==> src/hdl/wdp_pkg.sv <==
// package: constants and types of the postscaled watchdog
package wdp_pkg;
  // system clock rate in kHz (ref_clk, 50 ns period)
  localparam int unsigned CLK_KHZ = 20000;
  // low-frequency oscillator rate in Hz
  localparam int unsigned LFO_HZ = 31250;
  // low-frequency oscillator tick divider derived from both rates
  localparam int unsigned LFO_DIV = (CLK_KHZ * 1000) / LFO_HZ;
  localparam int unsigned LFO_DIV_W = 10;
  // nominal base period in microseconds
  localparam int unsigned BASE_PERIOD_US = 4000;
  // base period in oscillator cycles
  localparam int unsigned BASE_CYCLES = (BASE_PERIOD_US * (LFO_HZ / 1000))
                                        / 1000;
  localparam int unsigned BASE_W = 7;
  // postscaler width and selector width
  localparam int unsigned POST_W = 16;
  localparam int unsigned SEL_W = 4;
  // period of the top selector tap in milliseconds (base times 2**15)
  localparam int unsigned MAX_TIMEOUT_MS = 131072;
  // reset values
  localparam logic [BASE_W-1:0] BASE_RST = 7'h00;
  localparam logic [POST_W-1:0] POST_RST = 16'h0000;
  localparam logic [LFO_DIV_W-1:0] DIV_RST = 10'h000;
  // timeout event state machine
  typedef enum logic [2:0] {
    WDP_RUN  = 3'b001,
    WDP_FIRE = 3'b010,
    WDP_HOLD = 3'b100
  } wdp_state_t;
endpackage : wdp_pkg

==> src/hdl/wdp_lfo_div.sv <==
// file: low-frequency oscillator model as a tick divider
`timescale 1ns/1ps
module wdp_lfo_div (
  // clock and reset
  input  wire logic ref_clk,
  input  wire logic rst,
  // control
  input  wire logic enable,
  // tick out
  output logic      tick
);
  logic [wdp_pkg::LFO_DIV_W-1:0] cnt;
  logic [wdp_pkg::LFO_DIV_W-1:0] next_cnt;
  logic                          next_tick;

  // divide ref_clk down to the oscillator rate while enabled
  always_comb begin
    next_cnt  = cnt;
    next_tick = 1'b0;
    if (!enable) begin
      next_cnt = wdp_pkg::DIV_RST;
    end else if (cnt == wdp_pkg::LFO_DIV_W'(wdp_pkg::LFO_DIV - 1)) begin
      next_cnt  = wdp_pkg::DIV_RST;
      next_tick = 1'b1;
    end else begin
      next_cnt = cnt + 1'b1;
    end
  end

  // register
  always_ff @(posedge ref_clk) begin
    if (rst) begin
      cnt  <= wdp_pkg::DIV_RST;
      tick <= 1'b0;
    end else begin
      cnt  <= next_cnt;
      tick <= next_tick;
    end
  end
endmodule // wdp_lfo_div

==> src/hdl/wdp_watchdog.sv <==
// file: postscaled watchdog timer top level
// Summary of operation
// - watchdog counter advances only on low-frequency oscillator ticks.
// - enabling the watchdog forces the low-frequency oscillator on.
// - base period is four milliseconds of oscillator cycles.
// - sixteen-bit postscaler counts base-period expirations.
// - configuration bits select the postscaler tap through a multiplexer.
// - only selector 0 gives a timeout, after one base period; every other selector never fires.
// - sleep or clear-watchdog instruction zeroes base and postscaler counts.
// - changing the oscillator frequency select clears both counters.
// - a detected clock failure clears both counters.
`timescale 1ns/1ps
module wdp_watchdog (
  // clock and reset
  input  wire logic                       ref_clk,
  input  wire logic                       rst,
  // configuration
  input  wire logic                       wdt_enable,
  input  wire logic [wdp_pkg::SEL_W-1:0]  postscale_sel,
  input  wire logic                       lfo_request,
  // core events
  input  wire logic                       sleep_instr,
  input  wire logic                       clear_watchdog_instr,
  input  wire logic                       sleeping,
  input  wire logic [2:0]                 internal_osc_freq_select,
  input  wire logic                       clock_fail,
  // results
  output logic                            low_freq_internal_osc_on,
  output logic                            timeout_reset,
  output logic                            timeout_wake,
  output logic [wdp_pkg::POST_W-1:0]      postscale_count
);
  logic                        lfo_tick;
  logic [wdp_pkg::BASE_W-1:0]  base_cnt;
  logic [wdp_pkg::BASE_W-1:0]  next_base_cnt;
  logic [wdp_pkg::POST_W-1:0]  next_post;
  logic [2:0]                  freq_sel_q;
  logic                        freq_changed;
  logic                        clear_req;
  logic                        base_done;
  logic [wdp_pkg::POST_W:0]    tap_vec;
  logic                        tap_hit;
  wdp_pkg::wdp_state_t         state;
  wdp_pkg::wdp_state_t         next_state;
  logic                        next_reset;
  logic                        next_wake;

  assign low_freq_internal_osc_on = wdt_enable | lfo_request;

  wdp_lfo_div u_lfo (
    .ref_clk (ref_clk),
    .rst     (rst),
    .enable  (low_freq_internal_osc_on),
    .tick    (lfo_tick)
  );

  assign freq_changed = (internal_osc_freq_select != freq_sel_q);
  assign clear_req = sleep_instr | clear_watchdog_instr | freq_changed
                     | clock_fail;

  // base period end on last oscillator cycle
  assign base_done = lfo_tick &&
    (base_cnt == wdp_pkg::BASE_W'(wdp_pkg::BASE_CYCLES - 1));

  // tap vector: bit 0 is one base period, bit k is 2**k periods
  always_comb begin
    tap_vec = {postscale_count, 1'b1};
  end

  // select tap; only sel 0 (4 ms) can hit, any other sel never matches
  assign tap_hit = base_done && wdt_enable && (state == wdp_pkg::WDP_RUN)
    && (tap_vec[postscale_sel] == 1'b1)
    && ((postscale_count & ~(wdp_pkg::POST_W'(1) << postscale_sel))
        == wdp_pkg::POST_RST || postscale_sel == 0)
    && (postscale_sel == 0 ||
        postscale_count == (wdp_pkg::POST_W'(1) << postscale_sel) - 1'b1
        || 1'b0);

  // counters next values; clears win over counting
  always_comb begin
    next_base_cnt = base_cnt;
    next_post     = postscale_count;
    if (clear_req || !wdt_enable || tap_hit) begin
      next_base_cnt = wdp_pkg::BASE_RST;
      next_post     = wdp_pkg::POST_RST;
    end else if (base_done) begin
      next_base_cnt = wdp_pkg::BASE_RST;
      next_post     = postscale_count + 1'b1;
    end else if (lfo_tick) begin
      next_base_cnt = base_cnt + 1'b1;
    end
  end

  // timeout event state machine
  always_comb begin
    next_state = state;
    next_reset = 1'b0;
    next_wake  = 1'b0;
    case (state)
      wdp_pkg::WDP_RUN: begin
        if (tap_hit && !clear_req) begin
          next_state = wdp_pkg::WDP_FIRE;
        end
      end
      wdp_pkg::WDP_FIRE: begin
        next_reset = !sleeping;
        next_wake  = sleeping;
        next_state = wdp_pkg::WDP_HOLD;
      end
      wdp_pkg::WDP_HOLD: begin
        next_state = wdp_pkg::WDP_RUN;
      end
      default: begin
        next_state = wdp_pkg::WDP_RUN;
      end
    endcase
  end

  // register all state
  always_ff @(posedge ref_clk) begin
    if (rst) begin
      base_cnt        <= wdp_pkg::BASE_RST;
      postscale_count <= wdp_pkg::POST_RST;
      freq_sel_q      <= 3'h0;
      state           <= wdp_pkg::WDP_RUN;
      timeout_reset   <= 1'b0;
      timeout_wake    <= 1'b0;
    end else begin
      base_cnt        <= next_base_cnt;
      postscale_count <= next_post;
      freq_sel_q      <= internal_osc_freq_select;
      state           <= next_state;
      timeout_reset   <= next_reset;
      timeout_wake    <= next_wake;
    end
  end

  // assertions
  AST_OSC_FORCED: assert property (@(posedge ref_clk) disable iff (rst)
    wdt_enable |-> low_freq_internal_osc_on)
    else $error("oscillator off while watchdog enabled");
  AST_BASE_ON_TICK: assert property (@(posedge ref_clk) disable iff (rst)
    (!lfo_tick && !clear_req && wdt_enable) |=> $stable(base_cnt))
    else $error("base counter moved without tick");
  AST_BASE_LIMIT: assert property (@(posedge ref_clk) disable iff (rst)
    base_cnt < 7'h7D)
    else $error("base counter beyond period");
  AST_POST_STEP: assert property (@(posedge ref_clk) disable iff (rst)
    (base_done && !clear_req && !tap_hit && wdt_enable)
    |=> postscale_count == $past(postscale_count) + 16'h0001)
    else $error("postscaler did not advance");
  AST_CLR_INSTR: assert property (@(posedge ref_clk) disable iff (rst)
    (sleep_instr || clear_watchdog_instr)
    |=> base_cnt == 7'h00 && postscale_count == 16'h0000)
    else $error("instruction clear failed");
  AST_CLR_FREQ: assert property (@(posedge ref_clk) disable iff (rst)
    freq_changed |=> postscale_count == 16'h0000)
    else $error("frequency change clear failed");
  AST_CLR_FAIL: assert property (@(posedge ref_clk) disable iff (rst)
    clock_fail |=> base_cnt == 7'h00 && postscale_count == 16'h0000)
    else $error("clock failure clear failed");
  AST_TAP_BOUND: assert property (@(posedge ref_clk) disable iff (rst)
    postscale_count <= (16'h0001 << postscale_sel))
    else $error("postscaler passed selected tap");
  AST_SEL0_FIRE: assert property (@(posedge ref_clk) disable iff (rst)
    (tap_hit && postscale_sel == 4'h0 && !clear_req)
    |-> ##2 (timeout_reset || timeout_wake))
    else $error("shortest timeout missed");
  AST_FIRE_EVENT: assert property (@(posedge ref_clk) disable iff (rst)
    (tap_hit && !clear_req) |-> ##2 (timeout_reset != timeout_wake))
    else $error("timeout event not raised");
  COV_TIMEOUT_RESET: cover property (@(posedge ref_clk) timeout_reset);
  COV_TIMEOUT_WAKE: cover property (@(posedge ref_clk) timeout_wake);
  COV_CLEAR_INSTR: cover property (@(posedge ref_clk)
    clear_watchdog_instr && postscale_count != 16'h0000);
  COV_FREQ_CHANGE: cover property (@(posedge ref_clk) freq_changed);
endmodule // wdp_watchdog

==> config.mk <==
export PLATFORM = sky130hd
export DESIGN_NAME = wdp_watchdog
export DESIGN_NICKNAME = d
export VERILOG_FILES = /design/src/hdl/wdp_pkg.sv /design/src/hdl/wdp_lfo_div.sv /design/src/hdl/wdp_watchdog.sv
export SDC_FILE = /design/constraint.sdc
export NUM_CORES = 1
export LEC_CHECK = 0
export ABC_AREA = 0
export BUFFER_PORTS_ARGS = -buffer_cell sky130_fd_sc_hd__buf_2
export CAP_MARGIN = 20
export CORE_AREA = 2 2 69 71
export DETAILED_ROUTE_END_ITERATION = 7
export DIE_AREA = 0 0 71 73
export PLACE_DENSITY_LB_ADDON = 0.15
export SYNTH_ARGS = -nofsm -noshare
export SYNTH_HDL_FRONTEND = slang
export SYNTH_SLANG_ARGS = --single-unit
==> constraint.sdc <==
create_clock -name ref_clk -period 3.25 [get_ports ref_clk]
set_clock_uncertainty 0.05 [all_clocks]
set_input_delay 0.325 -clock ref_clk [delete_from_list [all_inputs] [get_ports ref_clk]]
set_output_delay 0.325 -clock ref_clk [all_outputs]
set_load 0.03 [all_outputs]
==> results.tsv, run 1 <==
metric	value	unit
status	finished, final reports clean	
post-CTS setup buffer count	0	
FF-to-FF Start	base_cnt[0]$_SDFFE_PP0P_	
cell repeated most along the worst path	xnor2_1	
Die Y	73	um
commonest non-fill, non-tap cell in the layout	nor2_1	
number of flops mapped to enable cells by yosys	0	
area delta synth->final	11.0	%
io pins	34	
Num CTS Buffers	5	
P_leak	0.973	nW
prevailing post-synth register cell	dfxtp_1	
Mean Syn Cell Area	8.45	um^2
worst slew pin tran	0.494	ns
delay-heaviest family, CP	simple AND/OR/NAND/NOR gates	
crit path cell chain	buf_2 > nor2_1 > nand2_1 > ha_1 > xnor2_1 > a22oi_1 > xnor2_1 > nor4b_2 > nand4_1 > o21bai_1 > nor3_1	
die area	0.00518	mm^2
PortBufs	33	
crit start category	input port	
Slowest cell on crit path	ha_1	
synthesized area	0.00248	mm^2
Yosys top cell area share	0.340	
core area	0.00454	mm^2
pwr/cell area	372	mW/mm^2
total gr overflow	0	
Fill cells	407	
worst stage delay on the critical path	0.38	ns
critical-path maximum fanout	22	
slew margin rel.	0.669	
hold path startpoint	sleeping	
DR vias	2129	
CP required	3.38	ns
Worst-Skew Late Latency	0.30	ns
number of global-route vias before repair	1931	
Setup CP Type	input port to flop	
post_cts resized	0	
crit path buf inv count	1	
CTS HTree Levels	2	
Layout Nets	340	
GP Congestion	0.910	
site row count	25	
min Tclk post-route	2.46	ns
CTS Root Cell	clkbuf_8	
hpwl dp	3.89	mm
Synth Register Bits	42	
cell taking the most area after synthesis	dfxtp_1	
Via density	5.68	
antenna viol nets, final	0	
chip width	71	um
async set-reset flop share out of synthesis	0	
cells after synthesis	293	
CP arrival	2.60	ns
overall routing resource usage	0.215	
DRT iter0 DRCs	103	
most frequent cells in the layout	47 x nor2_1, 42 x dfxtp_1, 33 x buf_2	
initial antenna violation count	0	
first-pass GRT wire length	8.84	mm
largest net degree at the start of global routing	25	
final hold vios	0	
RSZ-0062 raised after global routing	false	
layout cells sized above 1	0.202	
register area share after synthesis	0.340	
CTS max path bufs	2	
final period utilization	0.758	
WL per Instance	14.2	um
syn nets	313	
WHS	0.144	ns
element type at the critical path end	flop	
HP Class	input port to flop	
Max Cap Viol	0	
TritonRoute pass-1 iters	4	
# clock sinks	42	
setup TNS	0	ns
Initial Util	0.546	
Residual DRC	0	
CTS tree	yes	
synth top area cells	dfxtp_1 34%, xnor2_1 8.5%, nor2_1 7.1%, xor2_1 5.0%, nand2_1 3.3%	
Clock transition at path regs	0.08	ns
# hold bufs at CTS	0	
peak supply drop	0.214	mV
CP Launch Point	postscale_sel[0]	
Final setup violation count	0	
Unique masters post-synth	52	
fin. max-slew vios	0	
synth warn	0	
Fmax	0.406	GHz
ANT cells	0	
Post-Route WL	5.33	mm
## worst register-to-register path: cells and delay by family (launching register included)
| kind | cells | cell delay (ns) |
|---|---|---|
| AO/OA/AOI/OAI | 3 | 0.76 |
| adder cells (fa/ha/maj) | 1 | 0.20 |
| buffers and inverters | 1 | 0.19 |
| flip-flops | 1 | 0.38 |
| AND/OR/NAND/NOR | 4 | 0.77 |
## Yosys cell counts, drive strengths merged (7+ instances only)
| library cell | number |
|---|---|
| nand3 | 13 |
| dfxtp | 42 |
| xor2 | 14 |
| nand2 | 23 |
| nand4 | 7 |
| xnor2 | 24 |
| nor3 | 11 |
| o21ai | 9 |
| a21oi | 9 |
| nor2 | 53 |
| buf | 13 |
## metrics by stage
stage           util  cells  area [um^2]  power [mW]  setup slack [ns]
2_1_floorplan      -    293         2480       0.598             0.728
3_3_place_gp   0.582    367         2640       0.622             0.642
3_5_place_dp   0.582    367         2640       0.623             0.496
4_1_cts        0.606    375         2750        1.03             0.771
5_1_grt        0.606    375         2750        1.07             0.560
6_report       0.606    375         2750        1.02             0.786
## cells by family (layout without fill, tap and decap cells)
kind of cell / Yosys count / in the layout / synth area share
and+or+nand+nor: 143 / 143 / 0.305
DFF: 42 / 42 / 0.340
xor gates and xnor gates: 38 / 38 / 0.134
AOI/OAI and AO/OA: 36 / 36 / 0.104
buffers and inverters: 22 / 50 / 0.0485
muxes: 7 / 7 / 0.0440
adders and majority gates: 5 / 5 / 0.0253
## cell type report
type	instances	area (um^2)	area share
clock buffers	6	72.6	0.0264
clock inverters	2	37.5	0.0137
inverters	5	18.8	0.00683
multi-input cells	229	1520	0.551
flip-flops and latches	42	841	0.306
well taps	54	67.6	0.0246
repair buffers	37	195	0.0710
## power breakdown
group          internal [mW]  total (mW)  switching (mW)  leakage [nW]
Sequential             0.521       0.524         0.00324         0.340
Combinational         0.0350      0.0869          0.0519         0.582
Clock                  0.229       0.412           0.183        0.0514
## path summary, 6_finish.rpt
check	to	slack, ns	cells past startpoint
max	postscale_count[2]$_SDFFE_PP0P_	0.79	11
min	timeout_reset$_SDFF_PP0_	0.14	2
max reg2reg	base_cnt[5]$_SDFFE_PP0P_	0.80	9
min reg2reg	u_lfo.cnt[0]$_SDFF_PP0_	0.40	1
## per-layer routing
layer  track usage  routed length (um)  vias to the layer above
li1              -                   -                     1070
met1         0.275                2380                     1002
met2         0.367                2660                       52
met3        0.0428                 234                        5
met4        0.0671                  56                        0
met5             0                   0                        -
## sequential cells by signal, summed over array words and instances, names as in the netlist
name / cells
state: 3
u_lfo.cnt: 10
timeout_wake: 1
u_lfo.tick: 1
base_cnt: 7
freq_sel_q: 3
timeout_reset: 1
postscale_count: 16
No activity file was read; power rests on OpenSTA's default activity.
==> inputs of run 2 (changes only) <==
--- a/config.mk
+++ b/config.mk
@@ -5,12 +5,12 @@
 export SDC_FILE = /design/constraint.sdc
 export NUM_CORES = 1
 export LEC_CHECK = 0
-export ABC_AREA = 0
+export ABC_AREA = 1
 export BUFFER_PORTS_ARGS = -buffer_cell sky130_fd_sc_hd__buf_2
 export CAP_MARGIN = 20
-export CORE_AREA = 2 2 69 71
+export CORE_AREA = 2 2 70 72
 export DETAILED_ROUTE_END_ITERATION = 7
-export DIE_AREA = 0 0 71 73
+export DIE_AREA = 0 0 72 74
 export PLACE_DENSITY_LB_ADDON = 0.15
 export SYNTH_ARGS = -nofsm -noshare
 export SYNTH_HDL_FRONTEND = slang
==> constraint.sdc (replaced) <==
create_clock -name ref_clk -period 2.5 [get_ports ref_clk]
set_clock_uncertainty 0.05 [all_clocks]
set_input_delay 0.25 -clock ref_clk [delete_from_list [all_inputs] [get_ports ref_clk]]
set_output_delay 0.25 -clock ref_clk [all_outputs]
set_load 0.03 [all_outputs]
==> run 2 against run 1 <==
Hold slack lost 0.070 ns. Worst setup slack lost 0.46 ns. Flip-flop and latch count is the same.
==> results.tsv, run 2 <==
metric	value	unit	change
total gr overflow	0		unchanged
final period utilization	0.871		
cells after synthesis	388		was 293
Clock transition at path regs	0.09	ns	was 0.08 ns
status	finished, final reports clean		unchanged
RSZ-0062 raised after global routing	false		unchanged
chip width	72	um	was 71 um
met2 wire length	2.73	mm	was 2.66 mm
core area	0.00460	mm^2	was 0.00454 mm^2
Worst-Skew Late Latency	0.29	ns	was 0.30 ns
metal3 WL	381	um	was 234 um
DRT iter0 DRCs	253		was 103
placed inst area	0.00276	mm^2	was 0.00264 mm^2
hpwl dp	4.67	mm	was 3.89 mm
ANT cells	0		unchanged
syn nets	408		was 313
Largest regs	postscale_count x16, u_lfo.cnt x10, base_cnt x7		unchanged
final hold vios	0		unchanged
min Tclk post-route	2.18	ns	
CTS Root Cell	clkbuf_8		unchanged
CP arrival	2.36	ns	was 2.60 ns
WL per Instance	12.5	um	was 14.2 um
Final Util	0.620		was 0.606
met1 WL	2.78	mm	was 2.38 mm
CTS max path bufs	2		unchanged
async set-reset flop share out of synthesis	0		unchanged
Slowest cell on crit path	dfxtp_1		was ha_1
# clock sinks	42		unchanged
prevailing post-synth register cell	dfxtp_1		unchanged
crit path cell chain	ha_1 > inv_1 > nor2_1 > nand4_1 > nor2_2 > nand4_1 > nor2_2 > nand2_1 > o21ai_0 > inv_1 > nor2_1		was buf_2 > nor2_1 > nand2_1 > ha_1 > xnor2_1 > a22oi_1 > xnor2_1 > nor4b_2 > nand4_1 > o21bai_1 > nor3_1
end of the critical path	postscale_count[12]$_SDFFE_PP0P_		was postscale_count[2]$_SDFFE_PP0P_
P_leak	1.26	nW	was 0.973 nW
r2r endpoint	postscale_count[12]$_SDFFE_PP0P_		was base_cnt[5]$_SDFFE_PP0P_
Max Cap Viol	0		unchanged
worst slew pin tran	0.477	ns	was 0.494 ns
Mean Syn Cell Area	6.58	um^2	was 8.45 um^2
CP Launch Point	base_cnt[0]$_SDFFE_PP0P_		was postscale_sel[0]
Post-Route WL	5.99	mm	was 5.33 mm
io pins	34		unchanged
post_cts resized	0		unchanged
area delta synth->final	11.6	%	was 11.0%
number of flops mapped to enable cells by yosys	0		unchanged
critical-path maximum fanout	4		was 22
CP required	2.68	ns	was 3.38 ns
crit start category	flop		was input port
Design Area, Final	0.00285	mm^2	was 0.00275 mm^2
commonest non-fill, non-tap cell in the layout	nand2_1		was nor2_1
Post-synth top cells	90 x nand2_1, 63 x nor2_1, 53 x inv_1		was 47 x nor2_1, 42 x dfxtp_1, 24 x xnor2_1
HP Class	input port to flop		unchanged
pwr/cell area	432	mW/mm^2	was 372 mW/mm^2
Final setup violation count	0		unchanged
CTS HTree Levels	2		unchanged
Num CTS Buffers	5		unchanged
Design Power	1.23	mW	was 1.02 mW
FF-to-FF Start	base_cnt[0]$_SDFFE_PP0P_		unchanged
register area share after synthesis	0.329		was 0.340
die area	0.00533	mm^2	was 0.00518 mm^2
Biggest register	postscale_count		unchanged
most frequent cells in the layout	90 x nand2_1, 63 x nor2_1, 53 x inv_1		was 47 x nor2_1, 42 x dfxtp_1, 33 x buf_2
first-pass GRT wire length	10.1	mm	was 8.84 mm
post-CTS setup buffer count	0		unchanged
Max Used Layer	met4		unchanged
largest net degree at the start of global routing	15		was 25
overall routing resource usage	0.240		was 0.215
Fill cells	441		was 407
CTS tree	yes		unchanged
Unique masters post-synth	36		was 52
slew margin rel.	0.681		was 0.669
cell taking the most area after synthesis	dfxtp_1		unchanged
synth warn	0		unchanged
synthesized area	0.00255	mm^2	was 0.00248 mm^2
max FFs per register	16		unchanged
DR vias	2525		was 2129
GP Congestion	0.963		was 0.910
worst stage delay on the critical path	0.38	ns	about the same
Initial Util	0.556		was 0.546
fin. max-slew vios	0		unchanged
R2R Setup Slk	0.32	ns	was 0.80 ns
PortBufs	33		unchanged
element type at the critical path end	flop		unchanged
layout cells sized above 1	0.150		was 0.202
# hold bufs at CTS	0		unchanged
worst reg2reg path depth	11		was 9
TritonRoute pass-1 iters	5		was 4
synth top area cells	dfxtp_1 33%, nand2_1 13%, nor2_1 9.3%, inv_1 7.8%, xor2_1 5.5%		was dfxtp_1 34%, xnor2_1 8.5%, nor2_1 7.1%, xor2_1 5.0%, nand2_1 3.3%
setup TNS	0	ns	unchanged
most common cell in the synthesized netlist	nand2_1		was nor2_1
Setup CP Type	flop to flop		was input port to flop
Die Y	74	um	was 73 um
Fmax	0.459	GHz	
antenna viol nets, final	0		unchanged
Layout Nets	445		was 340
site row count	25		unchanged
Residual DRC	0		unchanged
Yosys top cell area share	0.329		was 0.340
peak supply drop	0.504	mV	was 0.214 mV
number of global-route vias before repair	2313		was 1931
initial antenna violation count	0		unchanged
Via density	5.26		was 5.68
Synth Register Bits	42		unchanged
## run 2: cell types whose count changed in the layout (fill, tap and decap cells not counted), moves of 5 or more
cell,change
inv_1,+48
nor2_1,+16
and3_1,-5
nand3_1,+13
o21ai_0,+6
nand4_1,+8
nand2_1,+68
xnor2_1,-20
## run 2: layout make-up
class / instances / area, um^2 / area share
Clock buffer: 5 / 68.8 / 0.0241
Clock inverter: 3 / 18.8 / 0.00658
Inverter: 56 / 210 / 0.0737
Multi-Input combinational cell: 283 / 1450 / 0.509
Sequential cell: 42 / 841 / 0.295
Tap cell: 54 / 67.6 / 0.0237
Timing Repair Buffer: 37 / 195 / 0.0685
## run 2: worst min path at each step
stage,slack [ns],start,endpoint,cells past startpoint
after CTS,0.07,sleeping,timeout_reset$_SDFF_PP0_,2
after global placement,0.37,sleeping,timeout_reset$_SDFF_PP0_,2
after detailed placement,0.38,sleeping,timeout_reset$_SDFF_PP0_,2
after global routing,0.07,sleeping,timeout_reset$_SDFF_PP0_,2
after floorplan,0.27,rst,freq_sel_q[2]$_SDFF_PP0_,1
final,0.07,sleeping,timeout_reset$_SDFF_PP0_,2
## run 2: per-layer routing
layer | global-route usage | vias up
li1 | - | 1310
met1 | 0.316 | 1104
met2 | 0.402 | 100
met3 | 0.0393 | 11
met4 | 0.0860 | 0
met5 | 0 | -
## run 2: stage by stage
| step | hold WS [ns] | cells | setup slack, ns |
|---|---|---|---|
| after floorplan | 0.271 | 388 | 0.240 |
| after global placement | 0.373 | 472 | 0.208 |
| after detailed placement | 0.379 | 472 | 0.138 |
| after CTS | 0.0668 | 480 | 0.341 |
| after global routing | 0.0737 | 480 | 0.114 |
| final | 0.0742 | 480 | 0.323 |
## run 2: cells by family (layout without fill, tap and decap cells)
group | Yosys count | count (layout) | share of synthesized area
multiplexers | 2 | 2 | 0.00784
buffers and inverters | 63 | 101 | 0.103
flip-flops | 42 | 42 | 0.329
XOR/XNOR | 20 | 20 | 0.0686
AND/OR/NAND/NOR | 222 | 222 | 0.390
adder cells (fa/ha/maj) | 5 | 5 | 0.0245
AO/OA/AOI/OAI | 34 | 34 | 0.0764
## run 2: worst max-delay path: cells and delay by family, from the launching register on
kind | cells | cell delay (ns)
AO/OA/AOI/OAI | 1 | 0.17
adder cells (fa/ha/maj) | 1 | 0.22
buffers and inverters | 2 | 0.10
flip-flops | 1 | 0.38
AND/OR/NAND/NOR | 7 | 1.19
## run 2: report_power, final
group / internal (mW) / leakage, nW / switching [mW] / total (mW)
logic: 0.0454 / 0.872 / 0.0767 / 0.122
clock network: 0.197 / 0.0483 / 0.237 / 0.433
registers: 0.674 / 0.339 / 0.00279 / 0.677
